==> src/hdl/ntac_pkg.sv <==
/*
 Constants for the NT-side activation criteria block: command codes,
 test-select encodings and all timing figures with their tick counts (pulse width in cycles).
 Assumes a 10 MHz core clock; counts are derived from it.
*/
package ntac_pkg;
	localparam int unsigned CLK_HZ         = 10000000;
	localparam int unsigned TICK_US        = 100;
	localparam int unsigned TICK_CYCLES    = (CLK_HZ / 1000000) * TICK_US;
	localparam int unsigned TICKS_PER_MS   = 1000 / TICK_US;

	localparam int unsigned T_STARTUP_MS   = 15000;
	localparam int unsigned T_ECHO_MS      = 5500;
	localparam int unsigned T_FSYNC_MS     = 15000;
	localparam int unsigned T_RXRST_MS     = 40;
	localparam int unsigned T_TONE_MS      = 9;
	localparam int unsigned T_PEND_US      = 500;
	localparam int unsigned T_FRAME_MS     = 576;
	localparam int unsigned T_SHORT_MS     = 3;
	localparam int unsigned T_LONG_MS      = 588;
	localparam int unsigned T_FILL_MS      = 6;
	localparam int unsigned T_PULSE_PER_US = 1500;
	localparam int unsigned T_PULSE_W_NS   = 12500;
	localparam int unsigned CLK_NS         = 1000000000 / CLK_HZ;

	localparam int unsigned STARTUP_TICKS  = T_STARTUP_MS * TICKS_PER_MS;
	localparam int unsigned ECHO_TICKS     = T_ECHO_MS * TICKS_PER_MS;
	localparam int unsigned FSYNC_TICKS    = T_FSYNC_MS * TICKS_PER_MS;
	localparam int unsigned RXRST_TICKS    = T_RXRST_MS * TICKS_PER_MS;
	localparam int unsigned TONE_TICKS     = T_TONE_MS * TICKS_PER_MS;
	localparam int unsigned PEND_TICKS     = T_PEND_US / TICK_US;
	localparam int unsigned FRAME_TICKS    = T_FRAME_MS * TICKS_PER_MS;
	localparam int unsigned SHORT_TICKS    = T_SHORT_MS * TICKS_PER_MS;
	localparam int unsigned LONG_TICKS     = T_LONG_MS * TICKS_PER_MS;
	localparam int unsigned FILL_TICKS     = T_FILL_MS * TICKS_PER_MS;
	localparam int unsigned PULSE_PER_TICKS = T_PULSE_PER_US / TICK_US;
	localparam int unsigned PULSE_W_CYCLES = (T_PULSE_W_NS + CLK_NS - 1) / CLK_NS;
	localparam int unsigned TONE_PERIODS   = 12;

	localparam logic [3:0] CODE_KEEP_TIMING = 4'h0;
	localparam logic [3:0] CODE_ACT_REQ     = 4'h8;
	localparam logic [3:0] CODE_LOCAL_LOOP  = 4'ha;
	localparam logic [3:0] CODE_DATA_THRU   = 4'h3;
	localparam logic [3:0] CODE_S_SYNC      = 4'hc;
	localparam logic [3:0] CODE_S_ERROR     = 4'h6;
	localparam logic [3:0] CODE_CORE_CLEAR  = 4'h1;
	localparam logic [3:0] CODE_SINGLE_PULSE = 4'h2;
	localparam logic [3:0] CODE_IDLE_DEACT  = 4'hf;

	localparam logic [3:0] MSG_POWER_DOWN   = 4'hf;
	localparam logic [3:0] MSG_DEACT_REQ    = 4'h0;
	localparam logic [3:0] MSG_DEACT_CONF   = 4'hf;
	localparam logic [3:0] MSG_POWER_UP     = 4'h7;
	localparam logic [3:0] MSG_ACT_IND      = 4'hc;

	localparam logic [1:0] TSEL_SINGLE_PULSE = 2'h3;
	localparam logic [1:0] TSEL_DATA_THRU    = 2'h2;

	typedef enum logic [2:0] {
		NTAC_IDLE     = 3'b000,
		NTAC_AWAKE    = 3'b001,
		NTAC_TONE     = 3'b011,
		NTAC_TRAIN    = 3'b010,
		NTAC_ACTIVE   = 3'b110,
		NTAC_TEST     = 3'b111,
		NTAC_PEND     = 3'b101
	} ntac_state_type;
endpackage

==> src/hdl/ntac_core.sv <==
/*
 NT-side activation criteria: decodes local commands, pins and test bits,
 watches line events and runs the supervisory timers.
 Assumes all inputs synchronous to core_clk; line detectors outside.
*/
`timescale 1ns/1ps
module ntac_core #(
	parameter int unsigned TICK_CYCLES  = ntac_pkg::TICK_CYCLES,
	parameter int unsigned STARTUP_TICKS = ntac_pkg::STARTUP_TICKS,
	parameter int unsigned ECHO_TICKS   = ntac_pkg::ECHO_TICKS,
	parameter int unsigned FSYNC_TICKS  = ntac_pkg::FSYNC_TICKS,
	parameter int unsigned LONG_TICKS   = ntac_pkg::LONG_TICKS,
	parameter int unsigned FRAME_TICKS  = ntac_pkg::FRAME_TICKS
) (
	input  wire logic       core_clk,
	input  wire logic       arst_n,
	input  wire logic [3:0] cmd_code,
	input  wire logic       cmd_valid,
	input  wire logic       data_in_pin,
	input  wire logic       reset_pin_n,
	input  wire logic       pulse_test_pin,
	input  wire logic       up_mode,
	input  wire logic       soft_wake_bit,
	input  wire logic       test_select_low,
	input  wire logic       test_select_high,
	input  wire logic       far_transparent_bit,
	input  wire logic       teardown_bit,
	input  wire logic       line_only_bit,
	input  wire logic       line_signal,
	input  wire logic       frame_ok,
	input  wire logic       poor_sync,
	input  wire logic       tone_period,
	input  wire logic       fill_bit_valid,
	input  wire logic       fill_bit,
	input  wire logic       echo_converged,
	input  wire logic       expect_silence,
	output logic            tx_transparent_bit,
	output logic            tx_open,
	output logic            rx_open,
	output logic            network_wake_tone,
	output logic            echo_training_signal,
	output logic            analog_loop,
	output logic            single_pulse_out,
	output logic            core_clear,
	output logic            iface_clocks_on,
	output logic            s_side_enable,
	output logic [3:0]      ind_code,
	output logic            frame_loss,
	output logic            short_signal_loss,
	output logic            long_signal_loss,
	output logic            exchange_wake_tone,
	output logic            fill_pattern_detect_zero,
	output logic            fill_pattern_detect_one,
	output logic            startup_guard_expired,
	output logic            echo_guard_expired,
	output logic            fsync_expired,
	output logic            rxrst_done,
	output logic            tone_done,
	output logic            pend_done
);
	ntac_pkg::ntac_state_type state;
	ntac_pkg::ntac_state_type next_state;

	logic [15:0] tick_div;
	logic        tick;
	logic [15:0] frame_cnt;
	logic [15:0] short_cnt;
	logic [3:0]  tone_cnt;
	logic [15:0] fill_cnt;
	logic        fill_last;
	logic [15:0] pulse_cnt;
	logic [7:0]  pulse_w;
	logic        loop_req;
	logic        short_run;
	logic        long_done;
	logic        long_signal_loss_arm;

	wire cmd_is  = cmd_valid;
	wire c_act   = cmd_is && cmd_code == ntac_pkg::CODE_ACT_REQ;
	wire c_loop  = cmd_is && cmd_code == ntac_pkg::CODE_LOCAL_LOOP;
	wire c_dt    = cmd_is && cmd_code == ntac_pkg::CODE_DATA_THRU;
	wire c_sync  = cmd_is && cmd_code == ntac_pkg::CODE_S_SYNC;
	wire c_err   = cmd_is && cmd_code == ntac_pkg::CODE_S_ERROR;
	wire c_clr   = cmd_is && cmd_code == ntac_pkg::CODE_CORE_CLEAR;
	wire c_sp    = cmd_is && cmd_code == ntac_pkg::CODE_SINGLE_PULSE;
	wire c_idle  = cmd_is && cmd_code == ntac_pkg::CODE_IDLE_DEACT;
	wire c_keep  = cmd_is && cmd_code != ntac_pkg::CODE_IDLE_DEACT;

	// Pin tests only in stand-alone mode; select bits only under processor
	wire [1:0] tsel    = {test_select_high, test_select_low};
	wire pin_rst       = !reset_pin_n && !(!up_mode && pulse_test_pin);
	wire pin_sp        = !up_mode && pulse_test_pin && reset_pin_n;
	wire pin_dt        = !up_mode && pulse_test_pin && !reset_pin_n;
	wire up_sp         = up_mode && tsel == ntac_pkg::TSEL_SINGLE_PULSE;
	wire up_dt         = up_mode && tsel == ntac_pkg::TSEL_DATA_THRU;
	wire pin_any       = !reset_pin_n || pin_sp || pin_dt;
	wire do_clear      = pin_rst || (c_clr && !pin_any);
	wire do_sp         = pin_sp || up_sp || (c_sp && !pin_any);
	wire do_dt         = pin_dt || up_dt || (c_dt && !pin_any);
	wire data_eff      = (up_mode && !soft_wake_bit) ? 1'b0 : data_in_pin;
	wire wake_req      = !data_eff;
	wire tick_wrap     = tick_div == 16'(TICK_CYCLES - 1);
	wire t1_start      = state == ntac_pkg::NTAC_TONE && next_state == ntac_pkg::NTAC_TRAIN && !loop_req;

	always_ff @(posedge core_clk or negedge arst_n)
	begin
		if (!arst_n)
		begin
			tick_div <= 16'h0000;
			tick     <= 1'b0;
		end
		else
		begin
			tick_div <= tick_wrap ? 16'h0000 : tick_div + 16'h0001;
			tick     <= tick_wrap;
		end
	end

	always_comb
	begin
		next_state = state;
		unique case (state)
			ntac_pkg::NTAC_IDLE:
				if (wake_req || c_keep)
					next_state = ntac_pkg::NTAC_AWAKE;
			ntac_pkg::NTAC_AWAKE:
				if (c_idle)
					next_state = ntac_pkg::NTAC_PEND;
				else if (c_act || exchange_wake_tone)
					next_state = ntac_pkg::NTAC_TONE;
				else if (c_loop)
					next_state = ntac_pkg::NTAC_TRAIN;
			ntac_pkg::NTAC_TONE:
				if (tone_done)
					next_state = ntac_pkg::NTAC_TRAIN;
			ntac_pkg::NTAC_TRAIN:
				if (fill_pattern_detect_zero || fill_pattern_detect_one)
					next_state = ntac_pkg::NTAC_ACTIVE;
				else if (startup_guard_expired || (loop_req && !c_loop))
					next_state = ntac_pkg::NTAC_AWAKE;
			ntac_pkg::NTAC_ACTIVE:
				if (!teardown_bit || long_signal_loss || frame_loss)
					next_state = ntac_pkg::NTAC_AWAKE;
				else if (loop_req && !c_loop)
					next_state = ntac_pkg::NTAC_AWAKE;
			ntac_pkg::NTAC_TEST:
				if (!do_sp && !do_dt && !do_clear && reset_pin_n && c_idle)
					next_state = ntac_pkg::NTAC_PEND;
			ntac_pkg::NTAC_PEND:
				if (pend_done)
					next_state = ntac_pkg::NTAC_IDLE;
			default:
				next_state = ntac_pkg::NTAC_IDLE;
		endcase
		if (do_clear || do_sp || do_dt)
			next_state = ntac_pkg::NTAC_TEST;
	end

	always_ff @(posedge core_clk or negedge arst_n)
	begin
		if (!arst_n)
			state <= ntac_pkg::NTAC_IDLE;
		else
			state <= next_state;
	end

	always_ff @(posedge core_clk or negedge arst_n)
	begin
		if (!arst_n)
		begin
			loop_req             <= 1'b0;
			tx_transparent_bit   <= 1'b0;
			tx_open              <= 1'b0;
			rx_open              <= 1'b0;
			network_wake_tone    <= 1'b0;
			echo_training_signal <= 1'b0;
			analog_loop          <= 1'b0;
			core_clear           <= 1'b0;
			iface_clocks_on      <= 1'b0;
			s_side_enable        <= 1'b0;
			ind_code             <= ntac_pkg::MSG_POWER_DOWN;
		end
		else
		begin
			if (state == ntac_pkg::NTAC_AWAKE && c_loop)
				loop_req <= 1'b1;
			else if (!c_loop && !(state == ntac_pkg::NTAC_AWAKE))
				loop_req <= 1'b0;
			if (c_err)
				tx_transparent_bit <= 1'b0;
			else if (c_sync)
				tx_transparent_bit <= 1'b1;
			rx_open <= (state == ntac_pkg::NTAC_ACTIVE) || do_dt;
			tx_open <= do_dt || (state == ntac_pkg::NTAC_ACTIVE && (far_transparent_bit || loop_req));
			network_wake_tone    <= next_state == ntac_pkg::NTAC_TONE;
			echo_training_signal <= next_state == ntac_pkg::NTAC_TRAIN;
			analog_loop          <= loop_req && c_loop;
			core_clear           <= do_clear;
			iface_clocks_on      <= next_state != ntac_pkg::NTAC_IDLE;
			s_side_enable        <= state == ntac_pkg::NTAC_ACTIVE && line_only_bit;
			if (pin_rst || (c_clr && !pin_any))
				ind_code <= ntac_pkg::MSG_POWER_DOWN;
			else if (pin_sp || up_sp)
				ind_code <= ntac_pkg::MSG_DEACT_REQ;
			else if (next_state == ntac_pkg::NTAC_PEND || next_state == ntac_pkg::NTAC_IDLE)
				ind_code <= ntac_pkg::MSG_DEACT_CONF;
			else if (tx_open)
				ind_code <= ntac_pkg::MSG_ACT_IND;
			else
				ind_code <= ntac_pkg::MSG_POWER_UP;
		end
	end

	// Line-event detectors, counted in ticks except the wake-tone detector, which counts tone periods
	always_ff @(posedge core_clk or negedge arst_n)
	begin
		if (!arst_n)
		begin
			frame_cnt  <= 16'h0000;
			frame_loss <= 1'b0;
			short_cnt  <= 16'h0000;
			short_run  <= 1'b0;
			short_signal_loss <= 1'b0;
			long_signal_loss  <= 1'b0;
			tone_cnt   <= 4'h0;
			exchange_wake_tone <= 1'b0;
			fill_cnt   <= 16'h0000;
			fill_last  <= 1'b0;
			fill_pattern_detect_zero <= 1'b0;
			fill_pattern_detect_one  <= 1'b0;
		end
		else
		begin
			if (frame_ok)
				frame_cnt <= 16'h0000;
			else if (tick && frame_cnt != 16'(FRAME_TICKS))
				frame_cnt <= frame_cnt + 16'h0001;
			frame_loss <= !frame_ok && (frame_cnt == 16'(FRAME_TICKS) || poor_sync);
			if (line_signal)
				short_cnt <= 16'h0000;
			else if (tick && short_cnt != 16'(ntac_pkg::SHORT_TICKS))
				short_cnt <= short_cnt + 16'h0001;
			short_run <= !line_signal && short_cnt == 16'(ntac_pkg::SHORT_TICKS);
			short_signal_loss <= short_run && expect_silence;
			long_signal_loss  <= long_done || (long_signal_loss && !line_signal);
			if (tone_period && tone_cnt != 4'(ntac_pkg::TONE_PERIODS))
				tone_cnt <= tone_cnt + 4'h1;
			else if (!line_signal)
				tone_cnt <= 4'h0;
			exchange_wake_tone <= tone_cnt == 4'(ntac_pkg::TONE_PERIODS);
			if (fill_bit_valid)
				fill_last <= fill_bit;
			if (!fill_bit_valid || fill_bit != fill_last)
				fill_cnt <= 16'h0000;
			else if (tick && fill_cnt != 16'(ntac_pkg::FILL_TICKS))
				fill_cnt <= fill_cnt + 16'h0001;
			fill_pattern_detect_zero <= fill_cnt == 16'(ntac_pkg::FILL_TICKS) && !fill_last;
			fill_pattern_detect_one  <= fill_cnt == 16'(ntac_pkg::FILL_TICKS) && fill_last;
		end
	end

	// Single pulses: fixed period, width in core cycles
	always_ff @(posedge core_clk or negedge arst_n)
	begin
		if (!arst_n)
		begin
			pulse_cnt <= 16'h0000;
			pulse_w   <= 8'h00;
			single_pulse_out <= 1'b0;
		end
		else
		begin
			if (!do_sp)
				pulse_cnt <= 16'h0000;
			else if (tick)
				pulse_cnt <= (pulse_cnt == 16'(ntac_pkg::PULSE_PER_TICKS - 1)) ? 16'h0000 : pulse_cnt + 16'h0001;
			if (do_sp && tick && pulse_cnt == 16'h0000)
				pulse_w <= 8'(ntac_pkg::PULSE_W_CYCLES);
			else if (pulse_w != 8'h00)
				pulse_w <= pulse_w - 8'h01;
			single_pulse_out <= do_sp && pulse_w != 8'h00;
		end
	end

	ntac_timer #(.WIDTH(24)) u_startup (.core_clk(core_clk), .arst_n(arst_n), .start(t1_start),
		.stop(next_state != ntac_pkg::NTAC_TRAIN), .tick(tick), .count(24'(STARTUP_TICKS)),
		.running(), .done(startup_guard_expired));
	ntac_timer #(.WIDTH(24)) u_echo (.core_clk(core_clk), .arst_n(arst_n),
		.start(state != ntac_pkg::NTAC_TRAIN && next_state == ntac_pkg::NTAC_TRAIN),
		.stop(echo_converged), .tick(tick), .count(24'(ECHO_TICKS)), .running(), .done(echo_guard_expired));
	ntac_timer #(.WIDTH(24)) u_fsync (.core_clk(core_clk), .arst_n(arst_n), .start(frame_loss && !frame_ok),
		.stop(frame_ok), .tick(tick), .count(24'(FSYNC_TICKS)), .running(), .done(fsync_expired));
	ntac_timer #(.WIDTH(24)) u_long (.core_clk(core_clk), .arst_n(arst_n),
		.start(short_run && !expect_silence && !long_signal_loss_arm), .stop(line_signal), .tick(tick),
		.count(24'(LONG_TICKS)), .running(long_signal_loss_arm), .done(long_done));
	ntac_timer #(.WIDTH(24)) u_rxrst (.core_clk(core_clk), .arst_n(arst_n), .start(short_signal_loss),
		.stop(1'b0), .tick(tick), .count(24'(ntac_pkg::RXRST_TICKS)), .running(), .done(rxrst_done));
	ntac_timer #(.WIDTH(24)) u_tone (.core_clk(core_clk), .arst_n(arst_n),
		.start(state != ntac_pkg::NTAC_TONE && next_state == ntac_pkg::NTAC_TONE), .stop(1'b0), .tick(tick),
		.count(24'(ntac_pkg::TONE_TICKS)), .running(), .done(tone_done));
	ntac_timer #(.WIDTH(24)) u_pend (.core_clk(core_clk), .arst_n(arst_n),
		.start(state != ntac_pkg::NTAC_PEND && next_state == ntac_pkg::NTAC_PEND), .stop(1'b0), .tick(tick),
		.count(24'(ntac_pkg::PEND_TICKS)), .running(), .done(pend_done));
endmodule

==> src/hdl/ntac_timer.sv <==
/*
 Tick-driven down counter: loads on start, counts ticks, pulses done once.
 Assumes tick is a one-cycle pulse from the shared divider.
*/
`timescale 1ns/1ps
module ntac_timer #(
	parameter int unsigned WIDTH = 24
) (
	input  wire logic             core_clk,
	input  wire logic             arst_n,
	input  wire logic             start,
	input  wire logic             stop,
	input  wire logic             tick,
	input  wire logic [WIDTH-1:0] count,
	output logic                  running,
	output logic                  done
);
	logic [WIDTH-1:0] remain;
	wire              last = running && tick && (remain == {{(WIDTH-1){1'b0}}, 1'b1});

	always_ff @(posedge core_clk or negedge arst_n)
	begin
		if (!arst_n)
		begin
			remain  <= '0;
			running <= 1'b0;
			done    <= 1'b0;
		end
		else
		begin
			done <= last;
			if (start)
			begin
				remain  <= count;
				running <= 1'b1;
			end
			else if (stop || last)
				running <= 1'b0;
			else if (running && tick)
				remain <= remain - {{(WIDTH-1){1'b0}}, 1'b1};
		end
	end
endmodule

==> config.mk <==
export PLATFORM = sky130hd
export DESIGN_NAME = ntac_core
export DESIGN_NICKNAME = d
export VERILOG_FILES = /design/src/hdl/ntac_pkg.sv /design/src/hdl/ntac_core.sv /design/src/hdl/ntac_timer.sv
export SDC_FILE = /design/constraint.sdc
export NUM_CORES = 1
export LEC_CHECK = 0
export BUFFER_PORTS_ARGS = -buffer_cell sky130_fd_sc_hd__buf_2
export CAP_MARGIN = 20
export CORE_AREA = 2 2 270 272
export CTS_BUF_LIST = sky130_fd_sc_hd__clkbuf_4 sky130_fd_sc_hd__clkbuf_8
export CTS_CLUSTER_DIAMETER = 150
export DETAILED_ROUTE_END_ITERATION = 10
export DIE_AREA = 0 0 272 274
export HOLD_SLACK_MARGIN = 0.03
export PLACE_DENSITY_LB_ADDON = 0.2
export RECOVER_POWER = 50
export SLEW_MARGIN = 5
export SYNTH_ARGS = -nofsm -noshare
export SYNTH_HDL_FRONTEND = slang
export SYNTH_HIERARCHICAL = 1
export SYNTH_SLANG_ARGS = --single-unit
==> constraint.sdc <==
create_clock -name core_clk -period 5.3 [get_ports core_clk]
set_clock_uncertainty 0.15 [all_clocks]
set_input_delay 0.265 -clock core_clk [delete_from_list [all_inputs] [get_ports core_clk]]
set_output_delay 0.265 -clock core_clk [all_outputs]
set_load 0.03 [all_outputs]
==> results of run 1 <==
-- kinds of logic after synthesis --
kind of cell	count (synthesis)	synth area share
AOI/OAI and AO/OA	411	0.164
muxes	28	0.0179
DFF	300	0.423
buffers and inverters	158	0.0389
adders and majority gates	29	0.0204
and+or+nand+nor	831	0.266
xor gates and xnor gates	140	0.0690
other	2	0.000423
-- synthesized netlist by cell type, types with 19 or more instances --
| cell type | n |
|---|---|
| ha_1 | 29 |
| a21oi_1 | 38 |
| a311o_1 | 20 |
| clkbuf_1 | 57 |
| nor4_1 | 48 |
| nand2_1 | 195 |
| o2111ai_1 | 19 |
| nand3_1 | 64 |
| xnor2_1 | 69 |
| o21ai_1 | 23 |
| or3_1 | 37 |
| and2_1 | 25 |
| mux2_2 | 26 |
| dfrtp_1 | 297 |
| xor2_1 | 71 |
| or4_1 | 48 |
| nand4_1 | 53 |
| a31oi_1 | 65 |
| nor3_1 | 42 |
| o21ai_0 | 108 |
| nor2_1 | 142 |
| inv_1 | 58 |
-- stage by stage --
stage | hold WS [ns] | setup WS [ns]
floorplan | -0.181 | 1.81
global placement | 0.274 | 1.43
detailed placement | 0.264 | 1.37
CTS | 0.0417 | 1.32
global route | 0.0913 | 0.678
finish | 0.103 | 1.32
-- sequential cells by signal, summed over array words and instances (netlist names), 16 cells and up --
| signal | cells |
|---|---|
| short_cnt | 16 |
| u_fsync/remain | 24 |
| tick_div | 16 |
| u_pend/remain | 24 |
| u_rxrst/remain | 24 |
| u_long/remain | 24 |
| u_echo/remain | 24 |
| frame_cnt | 16 |
| pulse_cnt | 16 |
| u_startup/remain | 24 |
| u_tone/remain | 24 |
| fill_cnt | 16 |
-- repair_timing --
action,4_1_cts,5_1_grt
setup endpoints to repair,0,0
hold buffers,28,0
hold endpoints to repair,160,0
gates resized for setup,0,0
-- power by group through the flow --
| stage | Combinational, mW | Clock [mW] | Sequential, mW |
|---|---|---|---|
| detailed placement | 0.437 | 0 | 2.50 |
| global route | 0.513 | 2.77 | 2.47 |
| global placement | 0.427 | 0 | 2.50 |
| finish | 0.447 | 2.54 | 2.46 |
| floorplan | 0.296 | 0 | 2.49 |
| CTS | 0.456 | 2.67 | 2.46 |
-- worst min path at each step --
stage / end / slack (ns) / cells after the start
finish: ind_code[1]$_DFF_PN1_ / 0.10 / 6
detailed placement: long_signal_loss$_DFF_PN0_ / 0.26 / 1
CTS: ind_code[1]$_DFF_PN1_ / 0.04 / 6
global route: ind_code[1]$_DFF_PN1_ / 0.09 / 6
global placement: long_signal_loss$_DFF_PN0_ / 0.27 / 1
floorplan: analog_loop$_DFF_PN0_ / -0.18 / 0
-- final cells by class --
class,instances,area [um2]
well taps,959,1200
diodes,1,2.50
multi-input cells,1616,10200
fillers,7518,50800
repair buffers,94,624
inverters,69,259
clock buffers,101,1250
flip-flops and latches,300,7510
clock inverters,6,36.3
-- per-layer routing --
metal	vias up	routed length, um
met5	-	13
met1	7098	21300
met3	66	1680
li1	7389	-
met4	2	1090
met2	209	20300
-- critical path, delay by kind of cell, from the launching register on --
| kind | cells | cell delay (ns) |
|---|---|---|
| compound gates | 5 | 1.39 |
| flops | 1 | 0.51 |
| simple gates | 4 | 1.82 |
==> flow_metrics.tcl, run 1 <==
set metrics [dict create \
    drive_gt1_frac 0.123 \
    portBuffers 50 \
    place_area_mm2 0.0196 \
    p_sw_mw 1.43 \
    r2r_cells 9 \
    async_reset_ff_frac 1.00 \
    intPower_mw 4.01 \
    peakVddDrop_mv 0.142 \
    tightest_slew_ns 3.10 \
    areaGrowthSynthToFinish_pct 18.9 \
    postRouteAntennaNets 0 \
    timing.rr.start "state[2]$_DFF_PN0_" \
    r2r_slack_ns 1.32 \
    cts_buffers 60 \
    pin_count 51 \
    fin_cells 3146 \
    cts_buffer_depth 3 \
    dr.pass1.iters 5 \
    rows 99 \
    layout_commonest_cell "dfrtp_1" \
    use_met1 0.161 \
    worstSetupEndpointType "flip-flop" \
    hold_path_startpoint "test_select_high" \
    pwr-share-comb 0.082 \
    grt-busiest-layer "met2" \
    path_clk_slew_ns 0.06 \
    syn_inst 1899 \
    syn_area_mm2 0.0178 \
    crit_chain "or3b_2 -> o22ai_1 -> a32oi_1 -> a2111o_1 -> or2_2 -> nor2_1 -> o21ai_0 -> or4_2 -> a31oi_1" \
    min_period_over_period 0.751 \
    netlist_top_cells_area "dfrtp_1 42%, nand2_1 4.1%, xor2_1 3.5%" \
    clock_latency_ns 0.68 \
    slowest_delay_ns 0.74 \
    cts_max_level 2 \
    p_leak_nw 8.74 \
    floorplan.die_area_mm2 0.0745 \
    synth_cell_types 95 \
    reg2reg_to "u_startup/remain[23]$_DFFE_PN0P_" \
    synth_warnings 6 \
    grt_use_met2 0.194 \
    slew_headroom -1.06 \
    dieWidth_um 272 \
    ys_ff_latch 300 \
    total_power_mw 5.44 \
    yosysSeqAreaShare 0.423 \
    dp_hpwl_um 29200 \
    crit_end "u_startup/remain[23]$_DFFE_PN0P_" \
    routabilityCongestion 0.786 \
    grt_antenna_before_repair 2 \
    netlist.area_leader.share 0.418 \
    setup_tns_ns 0 \
    fmax_mhz 251 \
    drt_wl_total_um 44400 \
    path_class "reg2reg" \
    rsz0062_at_grt "false" \
    switching_share 0.263 \
    critPathSlowestCell "or4_2" \
    fin_util 0.294 \
    setup_viol 0 \
    avgSynthCellArea_um2 9.36 \
    core_mm2 0.0720 \
    grt.total_usage 0.120 \
    status "complete, but fails checks" \
    fin_nets 2195 \
    die_y_um 274 \
    drv_cap 1 \
    use_met3 0.0229 \
    drt_iter0_markers 835 \
    yosysTopAreaCell "dfrtp_1" \
    initial_core_util 0.247 \
    grt_pass1_wl_um 75100 \
    powerDensity_mw_per_mm2 258 \
    violations "capacitance limit, slew limit" \
    dp_cells 3008 \
    final_area_mm2 0.0211 \
    crit_start "state[2]$_DFF_PN0_" \
    synth-edff-count 0 \
    vias 14800 \
    overflow 0 \
    vias_per_cell 4.69 \
    seqPwrFrac 0.452 \
    root_buffer "clkbuf_8" \
    hold_violations 0 \
    grt_max_degree 112 \
    arrival_ns 4.37 \
    tritoncts "built" \
    crit_required_ns 5.69 \
    final_cell_mix "296 x dfrtp_1, 195 x nand2_1, 177 x conb_1, 141 x nor2_1, 108 x o21ai_0" \
    slew_violations 111 \
    ys.flop_type "dfrtp_1" \
    clock_power_share 0.466 \
    grt_pass1_vias 14500 \
    finalCriticalPeriod_ns 3.98 \
    hp-class "in2reg" \
    drc 0 \
    postCtsSetupBuffers 0 \
    wire_per_inst_um 14.1 \
    crit_fanout 15 \
    clock_sinks 300 \
    start_kind "flip-flop" \
]
No activity file was read; power rests on OpenSTA's default activity.
==> inputs of run 2 (changes only) <==
==> constraint.sdc (replaced) <==
create_clock -name core_clk -period 4.1 [get_ports core_clk]
set_clock_uncertainty 0.15 [all_clocks]
set_input_delay 0.205 -clock core_clk [delete_from_list [all_inputs] [get_ports core_clk]]
set_output_delay 0.205 -clock core_clk [all_outputs]
set_load 0.03 [all_outputs]
==> flow_metrics.tcl, run 2 (synthesis gave the netlist of run 1 again) <==
set metrics [dict create \
    status "complete, but fails checks" \
    violations "capacitance limit, slew limit" \
    fin_util 0.297 \
    cts_buffer_depth 3 \
    final_cell_mix "296 x dfrtp_1, 195 x nand2_1, 177 x conb_1, 141 x nor2_1, 108 x o21ai_0" \
    tightest_slew_ns 2.30 \
    core_mm2 0.0720 \
    clock_sinks 300 \
    path_class "reg2reg" \
    tritoncts "built" \
    drive_gt1_frac 0.140 \
    path_clk_slew_ns 0.06 \
    grt.total_usage 0.122 \
    vias 14800 \
    routabilityCongestion 0.766 \
    pin_count 51 \
    grt_pass1_vias 14800 \
    overflow 0 \
    pre_cts_ws_ns 0.335 \
    holdWs_ns 0.131 \
    peakVddDrop_mv 0.181 \
    slowest_delay_ns 0.58 \
    dieWidth_um 272 \
    r2r_cells 10 \
    antennaDiodeCount 0 \
    hold_depth 4 \
    start_kind "flip-flop" \
    dp_cells 3028 \
    initial_core_util 0.247 \
    wire_per_inst_um 14.1 \
    finalCriticalPeriod_ns 3.82 \
    place_area_mm2 0.0198 \
    timing.rr.start "long_signal_loss$_DFF_PN0_" \
    min_period_over_period 0.933 \
    final_area_mm2 0.0214 \
    grt_pass1_wl_um 76100 \
    slew_violations 305 \
    grt_antenna_before_repair 3 \
    postRouteAntennaNets 0 \
    floorplan.die_area_mm2 0.0745 \
    layout_commonest_cell "dfrtp_1" \
    areaGrowthSynthToFinish_pct 20.5 \
    critPathTopFamily "simple AND/OR/NAND/NOR gates" \
    hp-class "in2reg" \
    crit_required_ns 4.52 \
    worstSetupEndpointType "flip-flop" \
    die_y_um 274 \
    root_buffer "clkbuf_8" \
    critPathSlowestCell "or3b_2" \
    total_power_mw 7.18 \
    hold_violations 0 \
    p_leak_nw 8.96 \
    dp_hpwl_um 29600 \
    powerDensity_mw_per_mm2 335 \
    fin_nets 2219 \
    clock_latency_ns 0.65 \
    portBuffers 50 \
    cts_max_level 2 \
    hold_path_startpoint "fill_bit" \
    layout_setup_ws_ns 0.276 \
    rows 99 \
    worst_hold_path.endpoint "fill_cnt[3]$_DFFE_PN0P_" \
    drv_cap 5 \
    crit_chain "or3b_2 -> o22ai_1 -> a32oi_1 -> a2111o_1 -> or2_2 -> nor2_1 -> o21ai_0 -> buf_4 -> or4_1 -> a31oi_1" \
    grt_max_degree 86 \
    drt_iter0_markers 825 \
    setup_tns_ns 0 \
    setup_viol 0 \
    r2r_slack_ns 0.28 \
    slew_headroom -0.533 \
    drc 0 \
    rsz0062_at_grt "false" \
    vias_per_cell 4.68 \
    dr.pass1.iters 5 \
    drt_wl_total_um 44800 \
    crit_fanout 6 \
    reg2reg_to "u_startup/remain[21]$_DFFE_PN0P_" \
    cts_buffers 58 \
    fmax_mhz 262 \
    worst-path-buf-inv 1 \
    arrival_ns 4.24 \
    fin_cells 3171 \
]
[run 2: changes by cell type in the layout (fill, tap and decap cells not counted), sizes merged]
cell	before	now
buf	35	76
bufinv	0	3
clkbuf	132	102
clkinv	7	14
diode	1	0
dlygate4sd3	28	34
inv	67	66
[run 2: final cells by class]
class                      count  area [um2]
clock buffer                  92        1180
tap                          959        1200
inverter                      69         259
timing repair buffer         120         850
fill                        7542       50600
sequential                   300        7510
clock inverter                15         153
multi-input combinational   1616       10200
[run 2: worst max-delay path by stage]
stage                               start                                to  cells past startpoint
2_1_floorplan  long_signal_loss$_DFF_PN0_  u_startup/remain[23]$_DFFE_PN0P_                     10
3_3_place_gp   long_signal_loss$_DFF_PN0_  u_startup/remain[21]$_DFFE_PN0P_                     10
3_5_place_dp   long_signal_loss$_DFF_PN0_  u_startup/remain[21]$_DFFE_PN0P_                     10
4_1_cts        long_signal_loss$_DFF_PN0_  u_startup/remain[21]$_DFFE_PN0P_                     10
5_1_grt        long_signal_loss$_DFF_PN0_  u_startup/remain[21]$_DFFE_PN0P_                     10
6_report       long_signal_loss$_DFF_PN0_  u_startup/remain[21]$_DFFE_PN0P_                     10
[run 2: layer usage]
metal,routed length [um],vias to the layer above,global-route usage
met1,21200,7123,0.160
met3,1690,76,0.0246
met4,948,2,0.0366
met2,21000,201,0.202
li1,-,7431,-
met5,13,-,0
[run 2: worst reg2reg max path, delay by kind of cell (launching register included)]
| kind | cells | cell delay (ns) |
|---|---|---|
| simple gates | 4 | 1.67 |
| compound gates | 5 | 1.31 |
| flops | 1 | 0.39 |
| buf+inv | 1 | 0.24 |
[run 2: repair_timing]
item,4_1_cts,5_1_grt
resized for setup,0,0
setup buffers,0,0
hold endpoints to repair,357,0
hold buffers,35,0
endpoints found under the setup margin,0,0
[run 2: power breakdown]
group / switching (mW) / internal (mW) / total, mW
combinational: 0.365 / 0.229 / 0.594
clock: 1.39 / 2.02 / 3.41
sequential: 0.110 / 3.07 / 3.18
total: 1.87 / 5.31 / 7.18
==> inputs of run 3 (changes only) <==
--- a/config.mk
+++ b/config.mk
@@ -5,13 +5,14 @@
 export SDC_FILE = /design/constraint.sdc
 export NUM_CORES = 1
 export LEC_CHECK = 0
+export ABC_AREA = 1
 export BUFFER_PORTS_ARGS = -buffer_cell sky130_fd_sc_hd__buf_2
 export CAP_MARGIN = 20
-export CORE_AREA = 2 2 270 272
+export CORE_AREA = 2 2 292 294
 export CTS_BUF_LIST = sky130_fd_sc_hd__clkbuf_4 sky130_fd_sc_hd__clkbuf_8
 export CTS_CLUSTER_DIAMETER = 150
 export DETAILED_ROUTE_END_ITERATION = 10
-export DIE_AREA = 0 0 272 274
+export DIE_AREA = 0 0 294 296
 export HOLD_SLACK_MARGIN = 0.03
 export PLACE_DENSITY_LB_ADDON = 0.2
 export RECOVER_POWER = 50
==> flow_metrics.tcl, run 3 <==
set metrics [dict create \
    netlist_top_cells_area "dfrtp_1 36%, nand2_1 18%, nand3_1 7.2%" \
    worst-path-buf-inv 7 \
    setup_tns_ns 0 \
    hold_buffers 27 \
    path_clk_slew_ns 0.05 \
    grt_max_degree 87 \
    final_cell_mix "986 x nand2_1, 364 x nor2_1, 355 x inv_1, 298 x nand3_1, 297 x dfrtp_1" \
    dieWidth_um 294 \
    drc 0 \
    drive_gt1_frac 0.123 \
    syn_inst 3088 \
    yosysTopAreaCell "dfrtp_1" \
    synth_common_cells "986 x nand2_1, 364 x nor2_1, 354 x inv_1" \
    postRouteAntennaNets 0 \
    grt_pass1_wl_um 96200 \
    die_y_um 296 \
    synth_warnings 6 \
    critPathSlowestCell "dlygate4sd3_1" \
    setup_viol 0 \
    peakVddDrop_mv 0.198 \
    layout_commonest_cell "nand2_1" \
    yosysSeqAreaShare 0.362 \
    pin_count 51 \
    tightest_slew_ns 2.50 \
    grt_pass1_vias 18500 \
    pre_cts_ws_ns 0.691 \
    areaGrowthSynthToFinish_pct 17.5 \
    p_leak_nw 11.9 \
    hold_violations 0 \
    async_reset_ff_frac 1.00 \
    clock_sinks 300 \
    fin_util 0.290 \
    critPathTopFamily "buffers and inverters" \
    crit_chain "dlygate4sd3_1 -> clkbuf_1 -> nand2_1 -> dlygate4sd3_1 -> inv_1 -> a21oi_2 -> nand2_1 -> dlygate4sd3_1 -> nor2_2 -> nand2_2 -> nand3_4 -> nor3_2 -> inv_1 -> nand2_2 -> buf_4 -> nand2_1 -> o21ai_2" \
    cts_max_level 3 \
    drt_iter0_markers 894 \
    powerDensity_mw_per_mm2 459 \
    wire_per_inst_um 12.7 \
    netlist.area_leader.share 0.358 \
    dr.pass1.iters 5 \
    postCtsSetupBuffers 0 \
    ys_ff_latch 300 \
    violations "capacitance limit, slew limit" \
    finalCriticalPeriod_ns 3.78 \
    root_buffer "clkbuf_8" \
    total_power_mw 11.2 \
    routabilityCongestion 0.785 \
    syn_area_mm2 0.0208 \
    tritoncts "built" \
    crit_fanout 16 \
    cts_resized 0 \
    vias 19200 \
    slew_headroom -0.666 \
    dp_hpwl_um 40000 \
    drt_wl_total_um 57000 \
    start_kind "input port" \
    grt.total_usage 0.134 \
    layout_setup_ws_ns 0.315 \
    hp-class "in2reg" \
    overflow 0 \
    clock_latency_ns 0.65 \
    worstSetupEndpointType "flip-flop" \
    vias_per_cell 4.28 \
    synth_cell_types 51 \
    arrival_ns 4.15 \
    rows 107 \
    crit_required_ns 4.47 \
    avgSynthCellArea_um2 6.72 \
    rsz0062_at_grt "false" \
    status "complete, but fails checks" \
    cts_buffer_depth 3 \
    path_class "in2reg" \
    fillers 9338 \
    core_mm2 0.0842 \
    fmax_mhz 264 \
    drv_cap 1 \
    yosysMostFrequentCell "nand2_1" \
    min_period_over_period 0.923 \
    initial_core_util 0.246 \
    cts_buffers 67 \
    synth-edff-count 0 \
    slew_violations 84 \
    portBuffers 50 \
    slowest_delay_ns 0.58 \
    fin_nets 3398 \
    floorplan.die_area_mm2 0.0870 \
    ys.flop_type "dfrtp_1" \
    grt_antenna_before_repair 1 \
]
[run 3: cell count changes after synthesis, moves of 29 or more]
cell     before  now
a31oi_1      65    7
inv_1        58  354
nand2_1     195  986
nand3_1      64  298
nand3_2       0   30
nand4_1      53   82
nor2_1      142  364
nor2_2        0   37
o21ai_1      23   56
o21ai_2       1   35
or2_2         8   49
or3_1        37    0
or4_1        48    0
xnor2_1      69    8
[run 3: logic make-up after synthesis]
kind of cell             Yosys count  share of synthesized area
AND/OR/NAND/NOR                 1961                      0.423
buffers and inverters            459                     0.0947
flip-flops                       300                      0.362
AO/OA/AOI/OAI                    281                     0.0787
XOR/XNOR                          56                     0.0236
adder cells (fa/ha/maj)           29                     0.0175
other                              2                   0.000362
[run 3: through the flow]
stage / std cells / hold slack [ns] / cell area (um2)
6_report: 4484 / 0.0907 / 24400
3_3_place_gp: 4338 / 0.140 / 22700
4_1_cts: 4483 / 0.0306 / 24400
5_1_grt: 4484 / 0.101 / 24400
2_1_floorplan: 3257 / -0.241 / 21400
3_5_place_dp: 4338 / 0.147 / 22700
[run 3: worst reg2reg max path, delay by kind of cell, from the launching register on]
family,cells,cell delay (ns)
buffers and inverters,6,1.17
flip-flops,1,0.45
AND/OR/NAND/NOR,11,1.49
[run 3: cell type report]
cell class                 count  area [um2]  share of cell area
sequential                   300        7510               0.308
antenna                        1        2.50            0.000103
tap                         1090        1360              0.0559
clock inverter                10         118             0.00482
timing repair buffer         104         751              0.0308
inverter                     373        1410              0.0576
clock buffer                 108        1320              0.0540
multi-input combinational   2498       11900               0.489
[run 3: path summary, 6_finish.rpt]
check                                      start                         endpoint  slack [ns]  cells past startpoint
min in group asynchronous                 arst_n    u_echo/remain[14]$_DFFE_PN0P_        0.75                      2
max in group asynchronous                 arst_n     u_tone/remain[6]$_DFFE_PN0P_        1.05                      3
min reg2reg                u_long/done$_DFF_PN0_       long_signal_loss$_DFF_PN0_        0.31                      1
min                                  cmd_code[1]       single_pulse_out$_DFF_PN0_        0.09                      5
max reg2reg                   state[1]$_DFF_PN0_    u_tone/remain[20]$_DFFE_PN0P_        0.72                     17
max                                  cmd_code[0]  u_startup/remain[7]$_DFFE_PN0P_        0.32                     17
[run 3: power by group]
| group | switching [mW] | internal [mW] | total (mW) |
|---|---|---|---|
| Sequential | 0.524 | 3.41 | 3.93 |
| Clock | 1.52 | 2.16 | 3.68 |
| Combinational | 2.38 | 1.20 | 3.58 |
[run 3: metal layers]
layer | wire [um] | global-route usage | vias to the layer above
li1 | - | - | 10200
met3 | 1730 | 0.0199 | 75
met2 | 25300 | 0.216 | 221
met4 | 1100 | 0.0394 | 0
met5 | 0 | 0 | -
met1 | 28800 | 0.186 | 8725
